--- config.mk ---
export PLATFORM = sky130hd
export DESIGN_NAME = csr_charge_settings
export DESIGN_NICKNAME = d
export VERILOG_FILES = /design/src/design/csr_charge_settings.v
export VERILOG_INCLUDE_DIRS = /design/src /design/src/design
export SDC_FILE = /design/constraint.sdc
export NUM_CORES = 1
export LEC_CHECK = 0
export BUFFER_PORTS_ARGS = -buffer_cell sky130_fd_sc_hd__buf_2
export CORE_MARGIN = 2
export CORE_UTILIZATION = 50
export DETAILED_ROUTE_END_ITERATION = 10
export GPL_TIMING_DRIVEN = 0
export PLACE_DENSITY = 0.83
export SYNTH_ARGS = -nofsm -noshare
export SYNTH_HDL_FRONTEND = slang
export SYNTH_SLANG_ARGS = --single-unit
--- constraint.sdc ---
create_clock -name clk_i -period 4.18 [get_ports clk_i]
set_input_delay 0.209 -clock clk_i [delete_from_list [all_inputs] [get_ports clk_i]]
set_output_delay 0.209 -clock clk_i [all_outputs]
set_load 0.05 [all_outputs]
--- src/design/csr_regs.vh ---
/*
  register offsets, field positions, reset values and decode constants
  of the charge setting register group. assumes an 8-bit register port
  fed by the serial control bus front end of the chip.
*/
// Contract
// - range bit 0 picks 5-35 mA at 1 mA; 1 picks 40-300 mA at 10 mA
// - charge target from five-bit code bits 6..2 and base per range
// - over 35 mA clamps to 35 in low range; over 300 to 200 high
// - all-ones charge code selects external resistor; the clamp still applies
// - disable bit 1 of charge register stops charging; resets 0
// - bit 0 of charge register selects high impedance; resets 0
// - termination: 500 uA plus code*500 uA, or 6 mA plus code*1 mA
// - termination above 5 mA in range 0 clamps to 5 mA
// - termination enable bit 1 enables termination; resets to 1
// - termination suppressed while any other control loop is active
// - regulation code bits 7..1 weigh 640 mV down to 10 mV
// - regulation target 3.6 V plus code*10 mV, clamped at 4.65 V
// - reset loads termination 1001 0010 and regulation 1001 0110
`ifndef CSR_REGS_VH
`define CSR_REGS_VH
`define CSR_ADDR_CHARGE 8'h03
`define CSR_ADDR_TERM 8'h04
`define CSR_ADDR_VREG 8'h05
`define CSR_RST_CHARGE 8'h80
`define CSR_RST_TERM 8'h92
`define CSR_RST_VREG 8'h96
`define CSR_BIT_RANGE 7
`define CSR_CODE_MSB 6
`define CSR_CODE_LSB 2
`define CSR_BIT_DISABLE 1
`define CSR_BIT_HIZ 0
`define CSR_BIT_TE 1
`define CSR_VREG_MSB 7
`define CSR_VREG_LSB 1
`define CSR_CODE_ONES 5'h1F
// charge currents in mA
`define CSR_ICHG_LO_BASE 10'h005
`define CSR_ICHG_LO_MAX 10'h023
`define CSR_ICHG_HI_BASE 10'h028
`define CSR_ICHG_HI_STEP 10'h00A
`define CSR_ICHG_HI_MAX 10'h12C
`define CSR_ICHG_HI_CLAMP 10'h0C8
// termination currents in units of 500 uA
`define CSR_ITERM_LO_BASE 7'h01
`define CSR_ITERM_LO_MAX 7'h0A
`define CSR_ITERM_HI_BASE 7'h0C
// regulation voltage in mV
`define CSR_VREG_BASE 13'h0E10
`define CSR_VREG_STEP 13'h000A
`define CSR_VREG_MAX 13'h122A
`endif

--- src/design/csr_charge_settings.v ---
/*
  charge setting register group: charge current, termination and
  battery regulation registers with decoded targets, clamped except termination in range 1.
  assumes a synchronous single-cycle register port from the serial bus.
*/
`timescale 1ns/1ps
`include "csr_regs.vh"

module csr_charge_settings (
  // clock and reset
  input wire clk_i,
  input wire reset_i,
  // register port
  input wire wr_en_i,
  input wire rd_en_i,
  input wire [7:0] addr_i,
  input wire [7:0] wr_data_i,
  output reg [7:0] rd_data_o,
  // analog loop status
  input wire other_loop_active_i,
  // decoded controls
  output reg [9:0] charge_current_ma_o,
  output reg use_charge_set_resistor_o,
  output reg charge_disable_o,
  output reg high_impedance_select_o,
  output reg [6:0] term_current_half_ma_o,
  output reg termination_active_o,
  output reg [12:0] battery_regulation_mv_o
);

  reg [7:0] charge_current_control;
  reg [7:0] termination_precharge_control;
  reg [7:0] battery_voltage_control;
  reg [7:0] next_rd_data;
  reg [9:0] next_ichg;
  reg [9:0] ichg_raw;
  reg [6:0] next_iterm;
  reg [6:0] iterm_raw;
  reg [12:0] next_vreg;
  reg [12:0] vreg_raw;
  wire [4:0] charge_current_code;
  wire [4:0] term_current_code;
  wire [6:0] battery_regulation_code;

  assign charge_current_code =
    charge_current_control[`CSR_CODE_MSB:`CSR_CODE_LSB];
  assign term_current_code =
    termination_precharge_control[`CSR_CODE_MSB:`CSR_CODE_LSB];
  assign battery_regulation_code =
    battery_voltage_control[`CSR_VREG_MSB:`CSR_VREG_LSB];

  // register writes; all bits stored as written, clamping is on decode
  always @(posedge clk_i or posedge reset_i)
  begin
    if (reset_i)
    begin
      charge_current_control <= `CSR_RST_CHARGE;
      termination_precharge_control <= `CSR_RST_TERM;
      battery_voltage_control <= `CSR_RST_VREG;
    end
    else if (wr_en_i)
    begin
      if (addr_i == `CSR_ADDR_CHARGE)
        charge_current_control <= wr_data_i;
      // bit 0 kept as plain storage
      else if (addr_i == `CSR_ADDR_TERM)
        termination_precharge_control <= wr_data_i;
      else if (addr_i == `CSR_ADDR_VREG)
        battery_voltage_control <= wr_data_i;
    end
  end

  // readback; unmapped offsets read zero
  always @*
  begin
    if (addr_i == `CSR_ADDR_CHARGE)
      next_rd_data = charge_current_control;
    else if (addr_i == `CSR_ADDR_TERM)
      next_rd_data = termination_precharge_control;
    else if (addr_i == `CSR_ADDR_VREG)
      next_rd_data = battery_voltage_control;
    else
      next_rd_data = 8'h00;
  end

  // charge current decode
  always @*
  begin
    // range select picks base and step
    if (!charge_current_control[`CSR_BIT_RANGE])
    begin
      ichg_raw = `CSR_ICHG_LO_BASE + {5'h00, charge_current_code};
      if (ichg_raw > `CSR_ICHG_LO_MAX)
        next_ichg = `CSR_ICHG_LO_MAX;
      else
        next_ichg = ichg_raw;
    end
    else
    begin
      // high range 10 mA steps
      // largest code gives 350 mA, so 10 bits never overflow
      ichg_raw = `CSR_ICHG_HI_BASE +
        charge_current_code * `CSR_ICHG_HI_STEP;
      // high range clamp; codes 27 to 31 exceed it and load 200 mA
      if (ichg_raw > `CSR_ICHG_HI_MAX)
        next_ichg = `CSR_ICHG_HI_CLAMP;
      else
        next_ichg = ichg_raw;
    end
  end

  // termination current decode, units of 500 uA
  always @*
  begin
    // range 0 half-mA steps, range 1 one-mA steps
    if (!termination_precharge_control[`CSR_BIT_RANGE])
    begin
      iterm_raw = `CSR_ITERM_LO_BASE + {2'b00, term_current_code};
      if (iterm_raw > `CSR_ITERM_LO_MAX)
        next_iterm = `CSR_ITERM_LO_MAX;
      else
        next_iterm = iterm_raw;
    end
    else
    begin
      iterm_raw = `CSR_ITERM_HI_BASE + {1'b0, term_current_code, 1'b0};
      next_iterm = iterm_raw;
    end
  end

  // regulation voltage decode
  always @*
  begin
    // base plus 10 mV steps, clamped
    vreg_raw = `CSR_VREG_BASE +
      battery_regulation_code * `CSR_VREG_STEP;
    if (vreg_raw > `CSR_VREG_MAX)
      next_vreg = `CSR_VREG_MAX;
    else
      next_vreg = vreg_raw;
  end

  // registered outputs so the analog side sees no decode glitches
  always @(posedge clk_i or posedge reset_i)
  begin
    if (reset_i)
    begin
      rd_data_o <= 8'h00;
      charge_current_ma_o <= 10'h000;
      use_charge_set_resistor_o <= 1'b0;
      charge_disable_o <= 1'b0;
      high_impedance_select_o <= 1'b0;
      term_current_half_ma_o <= 7'h00;
      termination_active_o <= 1'b0;
      battery_regulation_mv_o <= 13'h0000;
    end
    else
    begin
      if (rd_en_i)
        rd_data_o <= next_rd_data;
      charge_current_ma_o <= next_ichg;
      use_charge_set_resistor_o <=
        (charge_current_code == `CSR_CODE_ONES);
      charge_disable_o <= charge_current_control[`CSR_BIT_DISABLE];
      high_impedance_select_o <= charge_current_control[`CSR_BIT_HIZ];
      term_current_half_ma_o <= next_iterm;
      termination_active_o <=
        termination_precharge_control[`CSR_BIT_TE] & ~other_loop_active_i;
      battery_regulation_mv_o <= next_vreg;
    end
  end

endmodule

# Word level (Yosys, flattened, before mapping)
# Index checks and enable logic that the tools add are counted.
dict set report classes {
  n_mul 2
  bitwise_logic 4
  n_addsub 5
  reduce_logical 3
  n_eq_ne 4
  muxes 9
  order_cmp 4
}
# op n
set op_table {}
lappend op_table {{2-to-1 mux 8 bit} 3}
lappend op_table {{2-to-1 mux 10 bit} 2}
lappend op_table {{equality test 8 x 3 -> 1 bit, second input constant} 2}
lappend op_table {{adder 12 x 11 -> 13 bit, first input constant} 1}
lappend op_table {{> comparator 13 bit, second input constant} 1}
lappend op_table {{2-to-1 mux 13 bit} 1}
lappend op_table {{2-to-1 mux 6 bit} 2}
lappend op_table {{adder 6 x 9 -> 10 bit, first input constant} 1}
lappend op_table {{> comparator 10 x 9 -> 1 bit, second input constant} 1}
lappend op_table {{multiplier 7 x 3 -> 10 bit, second input constant} 1}
lappend op_table {{equality test 8 x 2 -> 1 bit, second input constant} 1}
lappend op_table {{multiplier 5 x 3 -> 8 bit, second input constant} 1}
lappend op_table {{adder 4 x 6 -> 7 bit, first input constant} 1}
lappend op_table {{2-to-1 mux 7 bit} 1}
lappend op_table {{adder 1 x 5 -> 6 bit, first input constant} 1}
lappend op_table {{adder 3 x 5 -> 6 bit, first input constant} 1}
lappend op_table {{> comparator 6 x 4 -> 1 bit, second input constant} 1}
lappend op_table {{> comparator 6 bit, second input constant} 1}
lappend op_table {{equality test 5 bit, second input constant} 1}
lappend op_table {{AND reduction 4 bit} 1}
lappend op_table {{inverter 1 bit} 3}
lappend op_table {{AND reduction 3 bit} 1}
lappend op_table {{AND reduction 2 bit} 1}
lappend op_table {{bitwise AND 1 bit} 1}
dict set report word_totals {
  output_inout_bits 42
  word_cells 42
  in_bits 21
  ff_bits 66
}

# Logic depth before layout (Yosys ltp)
# Gate-level depths: netlist of run 1.
dict set report depth {
  depth_word 5
  mapped_depth 12
  depth_no_buf 11
}

# Worst setup path after synthesis of run 1
# No wires, ideal clock.
dict set report synth_timing {
  path_type {reg2reg}
  startpoint {reg battery_voltage_control[2]}
  endpoint {reg battery_regulation_mv_o[3]}
  setup_ns 0.124
  t_required_ns 4.056
  slack_ns 0.989
  t_arrival_ns 3.067
  path_stages_with_launch 12
  path_buffers 1
  cell_sequence {dfstp_2 > ha_1 > ha_1 > fa_1 > a211oi_1 > or3b_4 > nand2_2 > or3_1 > buf_2 > nor4bb_1 > o211a_1 > a211o_1}
}
dict set report synth_between {
  elab_chain_len 4
}
# item line
set synth_rtl {}
lappend synth_rtl {{start: declaration} csr_charge_settings.v:33} ;# reg [7:0] battery_voltage_control;
lappend synth_rtl {{start signal: assignment} csr_charge_settings.v:59} ;# battery_voltage_control <= `CSR_RST_VREG;
lappend synth_rtl {{start signal: assignment} csr_charge_settings.v:69} ;# battery_voltage_control <= wr_data_i;
lappend synth_rtl {{multiplier 7 x 3 -> 10 bit (no source line) *} -}
lappend synth_rtl {{adder 12 x 11 -> 13 bit (no source line) *} -}
lappend synth_rtl {{> comparator 13 bit (no source line)} -}
lappend synth_rtl {{2-to-1 mux 13 bit *} csr_charge_settings.v:137} ;# if (vreg_raw > `CSR_VREG_MAX)
lappend synth_rtl {{named net next_vreg[3]} csr_charge_settings.v:39} ;# reg [12:0] next_vreg;
lappend synth_rtl {{end signal: assignment} csr_charge_settings.v:169} ;# battery_regulation_mv_o <= next_vreg;
lappend synth_rtl {{end: declaration} csr_charge_settings.v:28} ;# output reg [12:0] battery_regulation_mv_o
# Mark *: on every way through the listed nets, which the timed path passes. The rest lies on a longest branch.
# A chain may end at the register's enable or synchronous reset.

# Worst setup path in the final report of run 1
dict set report layout_timing {
  startpoint {reg battery_voltage_control[2]}
  endpoint {reg battery_regulation_mv_o[2]}
}
# The elaborated chain is that of the path after synthesis.

==> results of run 1 <==
routing by layer:
metal  part of all wire [%]  vias up
met2                     48       83
met3                    6.4       15
li1                       -     1191
met1                     44     1187
met5                      0        -
met4                    2.1        0
power groups by stage:
stage                     combinational (mW)  sequential, mW  clock (mW)
after global placement                 0.290           0.714           0
after detailed placement               0.298           0.715           0
after CTS                              0.302           0.704       0.616
after global routing                   0.325           0.710       0.645
after floorplan                        0.113           0.824           0
final                                  0.299           0.704       0.606
how the worst max path moves through the flow:
stage                                                start                              endpoint  slack, ns  cells past startpoint
global placement    battery_voltage_control[2]$_DFFE_PP1P_  battery_regulation_mv_o[2]$_DFF_PP0_       0.79                     12
floorplan           battery_voltage_control[2]$_DFFE_PP1P_  battery_regulation_mv_o[3]$_DFF_PP0_       0.99                     11
finish              battery_voltage_control[2]$_DFFE_PP1P_  battery_regulation_mv_o[2]$_DFF_PP0_       0.66                     12
CTS                 battery_voltage_control[2]$_DFFE_PP1P_  battery_regulation_mv_o[2]$_DFF_PP0_       0.69                     12
detailed placement  battery_voltage_control[2]$_DFFE_PP1P_  battery_regulation_mv_o[2]$_DFF_PP0_       0.72                     12
global route        battery_voltage_control[2]$_DFFE_PP1P_  battery_regulation_mv_o[2]$_DFF_PP0_       0.48                     11
logic make-up (layout without fill, tap and decap cells):
kind of cell / Yosys count / in the layout / share of synthesized area, %
buffers and inverters: 22 / 101 / 2.79
XOR/XNOR: 19 / 19 / 5.23
AND/OR/NAND/NOR: 77 / 77 / 11.9
adder cells (fa/ha/maj): 27 / 27 / 10.6
flip-flops: 65 / 65 / 49.2
AO/OA/AOI/OAI: 63 / 63 / 13.0
multiplexers: 21 / 21 / 7.12
other: 1 / 2 / 0.113
layout by cell type, fill, tap and decap left out, drive strengths merged, types with 7 or more instances in the layout:
cell type and count:
a21oi 19, dfrtp 57, xnor2 12, inv 15, dfstp 8, nand2 20, mux2 21, nor2 27
buf 68, clkbuf 12, o21ai 12, ha 25, xor2 7, a222oi 8
final cells by class:
type / count / area, sq um / share of cell area [%]
inverter: 12 / 45.0 / 1.13
multi-input combinational: 209 / 1600 / 40.1
buffer: 10 / 47.5 / 1.19
sequential: 65 / 1640 / 41.1
timing repair buffer: 63 / 340 / 8.54
tap: 77 / 96.3 / 2.42
clock inverter: 7 / 98.8 / 2.48
clock buffer: 9 / 124 / 3.11
worst max-delay path: cells and delay by family (launching register included):
family | cells | cell delay [ns]
adder cells (fa/ha/maj) | 3 | 0.93
AND/OR/NAND/NOR | 5 | 0.90
AO/OA/AOI/OAI | 3 | 0.86
flip-flops | 1 | 0.61
buffers and inverters | 1 | 0.16
what timing repair did:
action | in CTS | in global routing
hold buffers | 2 | 0
endpoints found under the setup margin | 0 | 0
hold endpoints to repair | 30 | 0
registers in the layout, indices dropped and copies added, names as in the netlist:
register / flops
battery_regulation_mv_o: 12
battery_voltage_control: 8
charge_current_control: 8
charge_current_ma_o: 10
charge_disable_o: 1
high_impedance_select_o: 1
rd_data_o: 8
term_current_half_ma_o: 7
termination_active_o: 1
termination_precharge_control: 8
use_charge_set_resistor_o: 1
==> reports/metrics.cfg, run 1 <==
[worst_setup_path]
crit_slowest_cell = dfstp_2
worstSetupPathType = reg -> reg
cp_max_fo = 6
r2r_start = battery_voltage_control[2]$_DFFE_PP1P_
crit_chain = ha_1, ha_1, fa_1, a211oi_1, or3b_4, nand2_2, or3_1, buf_2, nor4bb_1, o211a_1, a21oi_1, and2_1
r2r-end = battery_regulation_mv_o[2]$_DFF_PP0_
critPathMaxStageDelay_ns = 0.61
worst_r2r_path_depth = 12
crit_path_end_kind = flop
cp_common_cell = ha_1
required_ns = 4.47
start_kind = flop
crit_arrival_ns = 3.81
r2r_setup_slack_ns = 0.66

[timing]
maxSlewViolCount = 0
worst_hold_slack_ns = 0.0953
hold_violations = 0
fmaxAchievable_mhz = 284
max_slew_margin_pct = 57.9
setup_tns_ns = 0
finClkSkew_ns = 0.00971
min_period_ns = 3.52
worst_slew_pin_slew_ns = 0.630
rsz0062_at_grt = false
setup_slack_ns = 0.661
setup_viol = 0
fin_crit_sh_pct = 84.2

[global_route]
use_met3_pct = 5.39
use_met2_pct = 31.0
grt_max_degree = 36
grt_usage_pct = 20.0
grt_pass1_wl_um = 11400
antenna_found_initial = 0
grt_pass1_vias = 2464
met1_usage_pct = 26.4
top_usage_layer = met2
overflow = 0

[clock_network]
cts_buffers = 9
h-tree-depth = 3
clk_pin_slew_ns = 0.08
cts.sinks = 65
clk_path_buf_depth = 2
cts_root_buf = clkbuf_8
cts_setup_buffers = 0
clk_latency_ns = 0.35
cts_resized = 0
cts_tree = built

[floorplanning]
die-area_sq_um = 7310
row_count = 29
initial_utilization_pct = 52.0
die_h_um = 85.5
die_x_um = 85.5
core_region_area_sq_um = 6390
boundaryPins = 63

[power]
peakVddDrop_uv = 272
power_density_nw_per_um2 = 404
switching_share_pct = 31.4
leakage_nw = 2.08
p_switching_mw = 0.505
combinationalPowerShare_pct = 18.6
pwr-share-seq_pct = 43.7
p_int_mw = 1.10
power_mw = 1.61
clkPwrFrac_pct = 37.6

[layout]
final_cells = 452
post-route-util_pct = 62.4
design_area_sq_um = 3990
antenna_cells = 0
drive_above_1_share_pct = 32.5
n_fill_cell = 522
syn_to_final_growth_pct = 20.0
final_nets = 418

[run]
cap_violations = 0

[yosys]
ys_warn_count = 0
synthArstFlopShare_pct = 100
yosysSeqAreaShare_pct = 49.2
synth-edff-count = 0
ys_ff_latch = 65
synthTopCellsByArea = dfrtp_1 (43%), ha_1 (9.4%), mux2_2 (6.8%)
synth.avg_cell_area_sq_um = 11.3
synth_top_area_share_pct = 42.9
synthTopCellsByCount = dfrtp_1 (57), nor2_1 (27), ha_1 (25), mux2_2 (20)
synth_top_area_cell = dfrtp_1
synth_ff_type = dfrtp_1
syn_area_sq_um = 3320
syn_inst = 295
synth.most_common_cell = dfrtp_1
ys_types = 52

[min_path]
hp-class = in -> reg
whs_endpoint = termination_precharge_control[4]$_DFFE_PP1P_
holdPathStages = 3
hold_path_startpoint = wr_data_i[4]

[detailed_routing]
wire_per_inst_um = 15.1
dr.pass1.iters = 5
avgViaCountPerCell = 5.48
drtIter0Drc = 132
drc = 0
wirelength_um = 6810
drtAntennaViolNets = 0
dr_total_vias = 2476

[place]
pre_cts_ws_ns = 0.715
postPlaceCellArea_sq_um = 3740
io_buffers = 60
dpl.hpwl_um = 4930
dpl.cell_count = 434
place.gp.congestion = 0.832

[status]
outcome = complete, no violations

Power figures use the tool's default switching activity.
==> run 2, diff against run 1 <==
--- a/config.mk
+++ b/config.mk
@@ -6,6 +6,7 @@
 export SDC_FILE = /design/constraint.sdc
 export NUM_CORES = 1
 export LEC_CHECK = 0
+export ABC_AREA = 1
 export BUFFER_PORTS_ARGS = -buffer_cell sky130_fd_sc_hd__buf_2
 export CORE_MARGIN = 2
 export CORE_UTILIZATION = 50
==> constraint.sdc (replaced) <==
create_clock -name clk_i -period 3.3 [get_ports clk_i]
set_input_delay 0.165 -clock clk_i [delete_from_list [all_inputs] [get_ports clk_i]]
set_output_delay 0.165 -clock clk_i [all_outputs]
set_load 0.05 [all_outputs]
==> reports/metrics.cfg, run 2 <==
[worst_setup_path]
crit_path_end_kind = flop
worst_r2r_path_depth = 13
cp_max_fo = 7
r2r_start = battery_voltage_control[2]$_DFFE_PP1P_
critPathMaxStageDelay_ns = 0.59
required_ns = 3.52
crit_path_start = battery_voltage_control[2]$_DFFE_PP1P_
r2r_setup_slack_ns = 0.39
worstSetupPathType = reg -> reg
cp_common_cell = nand2_1
crit_arrival_ns = 3.13
start_kind = flop
crit_slowest_cell = dfstp_2
crit_chain = ha_1, ha_1, fa_1, ha_1, nand2_1, nor2_1, nand2_2, nand2_1, nand2_1, nor2_1, nand3_2, nand2_1, nand2_1

[layout]
final_nets = 515
regArea_sq_um = 1640
largestRegisters = battery_regulation_mv_o: 12 flops, charge_current_ma_o: 10 flops
syn_to_final_growth_pct = 18.6
drive_above_1_share_pct = 22.7
mostFrequentLayoutCells = nand2_1 (108), buf_2 (62), dfrtp_1 (57), o21ai_0 (37), inv_1 (36)
n_fill_cell = 551
final_cells = 552
largest_reg_flops = 12
antenna_cells = 0
multi_input_area_sq_um = 1630
layout_commonest_cell = nand2_1
largest-register = battery_regulation_mv_o

[floorplanning]
die_h_um = 87.0
row_count = 30
initial_utilization_pct = 51.2
die_x_um = 87.0
die-area_sq_um = 7560
core_region_area_sq_um = 6720
boundaryPins = 63

[timing]
setup_tns_ns = 0
fmaxAchievable_mhz = 344
hold_violations = 0
setup_viol = 0
worst_slew_pin_slew_ns = 0.613
fin_crit_sh_pct = 88.2
min_period_ns = 2.91
finClkSkew_ns = 0.00425
maxSlewViolCount = 0
max_slew_margin_pct = 58.9
rsz0062_at_grt = false

[detailed_routing]
dr_total_vias = 2931
dr.pass1.iters = 5
wire_per_inst_um = 13.7
drc = 0
drtIter0Drc = 158
wirelength_um = 7580
drtAntennaViolNets = 0
avgViaCountPerCell = 5.31

[yosys]
ys_warn_count = 0
synthTopCellsByCount = nand2_1 (108), dfrtp_1 (57), inv_1 (37), o21ai_0 (37), nor2_1 (27)
synthTopCellsByArea = dfrtp_1 (41%), nand2_1 (12%), ha_1 (9.1%)
synth_ff_type = dfrtp_1
synth-xor-area-share_pct = 2.29
synth_top_area_share_pct = 41.5
syn_inst = 392
ys_ff_latch = 65
yosysSeqAreaShare_pct = 47.6
synthArstFlopShare_pct = 100
synthMuxAreaShare_pct = 0
syn_area_sq_um = 3440
synth-edff-count = 0
synth_fa_ha_area_share_pct = 10.3
synth_compound_area_share_pct = 11.5
synth.avg_cell_area_sq_um = 8.78
synth.most_common_cell = nand2_1
synth_top_area_cell = dfrtp_1
ys_types = 35
synthSimpleGateAreaFrac_pct = 23.0
synth_top_family_by_area = simple AND/OR/NAND/NOR gates

[clock_network]
cts_tree = built
cts_root_buf = clkbuf_8
cts_resized = 0
cts_buffers = 9
h-tree-depth = 3
clk_pin_slew_ns = 0.07
clk_latency_ns = 0.34
clk_path_buf_depth = 2
cts.sinks = 65

[global_route]
grt_max_degree = 38
grt_pass1_vias = 2798
overflow = 0
antenna_found_initial = 0
grt_pass1_wl_um = 12500
grt_usage_pct = 21.1

[min_path]
hp-class = in -> reg
hold_path_startpoint = wr_data_i[1]
holdPathStages = 3

[power]
p_switching_mw = 0.599
peakVddDrop_uv = 244
power_density_nw_per_um2 = 469
pwr-share-seq_pct = 46.0
p_int_mw = 1.32
clkPwrFrac_pct = 35.0
switching_share_pct = 31.3
combinationalPowerShare_pct = 19.0
leakage_nw = 2.08

[place]
dpl.hpwl_um = 5750
place.gp.congestion = 0.900
io_buffers = 60
dpl.cell_count = 534

[run]
cap_violations = 0

[status]
outcome = complete, no violations

[run 2: cell count changes in the layout (fill, tap and decap cells not counted), moves of 9 or more]
cell	previous run	this run
nand3_1	4	16
nand2_1	19	108
o21ai_0	12	37
xnor2_1	12	3
mux2_2	20	0
inv_1	11	36
[run 2: final cells by class]
| cell class | count | area share [%] |
|---|---|---|
| Multi-Input combinational cell | 281 | 39.8 |
| Sequential cell | 65 | 40.1 |
| Tap cell | 80 | 2.45 |
| Clock buffer | 11 | 3.46 |
| Inverter | 39 | 3.59 |
| Clock inverter | 5 | 1.35 |
| Timing Repair Buffer | 63 | 8.34 |
| Buffer | 8 | 0.889 |
[run 2: worst max-delay path: cells and delay by family (launching register included)]
family / cells / cell delay, ns
flip-flops: 1 / 0.59
AND/OR/NAND/NOR: 9 / 1.00
adder cells (fa/ha/maj): 4 / 1.22
[run 2: kinds of logic after synthesis]
family | Yosys count
compound gates | 70
buf+inv | 47
fa+ha+maj | 27
flops | 65
xor+xnor | 9
other cells | 1
simple gates | 173
[run 2: power groups by stage]
stage	combinational [mW]	sequential (mW)	clock (mW)
floorplan	0.142	1.02	0
finish	0.364	0.880	0.670
CTS	0.366	0.880	0.676
detailed placement	0.362	0.894	0
global route	0.398	0.885	0.716
global placement	0.348	0.893	0
[run 2: through the flow]
| step | hold slack, ns | setup slack, ns | utilization (%) | total power, mW | cell area, sq um |
|---|---|---|---|---|---|
| after floorplan | 0.230 | 0.626 | - | 1.16 | 3440 |
| after global placement | 0.339 | 0.441 | 57.2 | 1.24 | 3840 |
| after detailed placement | 0.274 | 0.423 | 57.5 | 1.26 | 3860 |
| after CTS | 0.0841 | 0.381 | 60.7 | 1.92 | 4080 |
| after global routing | 0.132 | 0.129 | 60.7 | 2.00 | 4080 |
| final | 0.0867 | 0.390 | 60.7 | 1.91 | 4080 |
[run 2: metal layers]
metal	vias to the layer above	track usage (%)	share of wire, %
li1	1439	-	-
met1	1384	27.7	44
met2	93	34.6	47
met3	15	4.36	6.2
met4	0	7.53	1.9
met5	-	0	0
[run 2: what timing repair did]
action | in CTS | in global routing
buffers inserted | 0 | 0
endpoints found under the setup margin | 0 | 0
hold buffers | 2 | 0
endpoints found under the hold margin | 29 | 0
[run 2: final timing paths]
path | to
worst max-delay path | battery_regulation_mv_o[9]$_DFF_PP0_
worst min-delay path | battery_voltage_control[1]$_DFFE_PP1P_
worst max register to register | battery_regulation_mv_o[9]$_DFF_PP0_
worst min register to register | high_impedance_select_o$_DFF_PP0_
max in group asynchronous | termination_precharge_control[1]$_DFFE_PP1P_
min in group asynchronous | rd_data_o[2]$_DFFE_PP0P_
==> run 3, diff against run 2 <==
--- a/config.mk
+++ b/config.mk
@@ -12,7 +12,7 @@
 export CORE_UTILIZATION = 50
 export DETAILED_ROUTE_END_ITERATION = 10
 export GPL_TIMING_DRIVEN = 0
-export PLACE_DENSITY = 0.83
+export PLACE_DENSITY = 0.7
 export SYNTH_ARGS = -nofsm -noshare
 export SYNTH_HDL_FRONTEND = slang
 export SYNTH_SLANG_ARGS = --single-unit
==> reports/metrics.cfg, run 3 (synthesis gave the netlist of run 2 again) <==
[status]
outcome = complete, no violations

[global_route]
grt_usage_pct = 21.5
grt_pass1_vias = 2750
grt_max_degree = 37
antenna_found_initial = 0
grt_pass1_wl_um = 12600
overflow = 0

[layout]
regArea_sq_um = 1640
largest-register = battery_regulation_mv_o
n_fill_cell = 604
syn_to_final_growth_pct = 19.2
layout_commonest_cell = nand2_1
antenna_cells = 0
largest_reg_flops = 12
design_area_sq_um = 4100
drive_above_1_share_pct = 22.9
largestRegisters = battery_regulation_mv_o: 12 flops, charge_current_ma_o: 10 flops
post-route-util_pct = 61.1
final_nets = 515
multi_input_area_sq_um = 1630
mostFrequentLayoutCells = nand2_1 (108), buf_2 (62), dfrtp_1 (57), o21ai_0 (37), inv_1 (36)

[detailed_routing]
wire_per_inst_um = 13.5
avgViaCountPerCell = 5.10
drtIter0Drc = 160
drtAntennaViolNets = 0
drc = 0
dr_total_vias = 2817
wirelength_um = 7460
dr.pass1.iters = 5

[place]
dpl.hpwl_um = 5500
place.gp.congestion = 0.810
io_buffers = 60
postPlaceCellArea_sq_um = 3860

[worst_setup_path]
r2r_start = battery_voltage_control[2]$_DFFE_PP1P_
crit_path_end_kind = flop
start_kind = flop
required_ns = 3.53
r2r_setup_slack_ns = 0.39
cp_max_fo = 7
worst_r2r_path_depth = 13
r2r-end = battery_regulation_mv_o[1]$_DFF_PP0_
worstSetupPathType = reg -> reg
crit_arrival_ns = 3.14

[min_path]
hp-class = in -> reg
hold_path_startpoint = wr_data_i[1]
whs_endpoint = battery_voltage_control[1]$_DFFE_PP1P_
holdPathStages = 3

[floorplanning]
core_region_area_sq_um = 6720
die-area_sq_um = 7560
die_h_um = 87.0
row_count = 30
boundaryPins = 63
initial_utilization_pct = 51.2
die_x_um = 87.0

[timing]
setup_viol = 0
maxSlewViolCount = 0
worst_slew_pin_slew_ns = 0.681
hold_violations = 0
finClkSkew_ns = 0.00867
setup_tns_ns = 0
max_slew_margin_pct = 54.5
min_period_ns = 2.91
fin_crit_sh_pct = 88.0
fmaxAchievable_mhz = 344
rsz0062_at_grt = false

[clock_network]
cts_buffers = 9
cts_setup_buffers = 0
clk_latency_ns = 0.35
cts_resized = 0
cts.sinks = 65
clk_path_buf_depth = 2
cts_root_buf = clkbuf_8
cts_tree = built
clk_pin_slew_ns = 0.07
h-tree-depth = 3
holdBufCountCts = 2

[run]
cap_violations = 0

[power]
power_density_nw_per_um2 = 485
peakVddDrop_uv = 288
leakage_nw = 2.09

==> run 3: changes by cell type in the layout (fill, tap and decap cells not counted), sizes merged <==
cell and delta:
clkbuf -2, bufinv +1, inv +1
==> run 3: how the worst max path moves through the flow <==
stage	slack, ns	end	cells after the start	from
floorplan	0.63	battery_regulation_mv_o[3]$_DFF_PP0_	14	battery_voltage_control[2]$_DFFE_PP1P_
global placement	0.43	battery_regulation_mv_o[1]$_DFF_PP0_	13	battery_voltage_control[2]$_DFFE_PP1P_
detailed placement	0.39	battery_regulation_mv_o[1]$_DFF_PP0_	13	battery_voltage_control[2]$_DFFE_PP1P_
CTS	0.37	battery_regulation_mv_o[1]$_DFF_PP0_	13	battery_voltage_control[2]$_DFFE_PP1P_
global route	0.19	battery_regulation_mv_o[1]$_DFF_PP0_	13	battery_voltage_control[2]$_DFFE_PP1P_
finish	0.39	battery_regulation_mv_o[1]$_DFF_PP0_	13	battery_voltage_control[2]$_DFFE_PP1P_
==> run 3: where the power goes <==
part           internal [mW]  switching [mW]  total [mW]  leakage (nW)
logic                 0.0986           0.264       0.363          1.16
registers              0.850          0.0306       0.880         0.823
clock network          0.425           0.322       0.747         0.106
total                   1.37           0.616        1.99          2.09
==> run 3: cell type report <==
cell class              count  share of cell area, %
well taps                  80                   2.44
clock buffers               9                   3.02
clock inverters             7                   2.29
multi-input cells         281                   39.6
plain buffers               8                  0.884
repair buffers             63                   8.30
inverters                  39                   3.57
flip-flops and latches     65                   39.9
==> run 3: stage by stage <==
stage,total power [mW],hold slack [ns],std cells,setup WS (ns)
3_3_place_gp,1.24,0.317,533,0.428
4_1_cts,2.00,0.0802,552,0.373
3_5_place_dp,1.26,0.308,534,0.391
5_1_grt,2.08,0.0960,552,0.185
2_1_floorplan,1.16,0.230,393,0.626
6_report,1.99,0.0899,552,0.395
==> run 3: metal layers <==
metal	part of all wire, %	vias to the layer above	routed length (um)	track usage (%)
met5	0	-	0	0
met4	1.5	0	109	8.52
met3	5.7	8	423	4.45
met2	44	86	3320	32.5
met1	48	1287	3610	30.4
li1	-	1436	-	-
==> run 3: critical path, cell delays in order, from the launching register on <==
cell     delay (ns)
dfstp_2        0.59
ha_1           0.25
ha_1           0.25
fa_1           0.52
ha_1           0.18
nand2_1        0.07
nor2_1         0.13
nand2_2        0.08
nand2_1        0.11
nand2_1        0.06
nor2_1         0.18
nand3_2        0.18
nand2_1        0.14
nand2_1        0.06
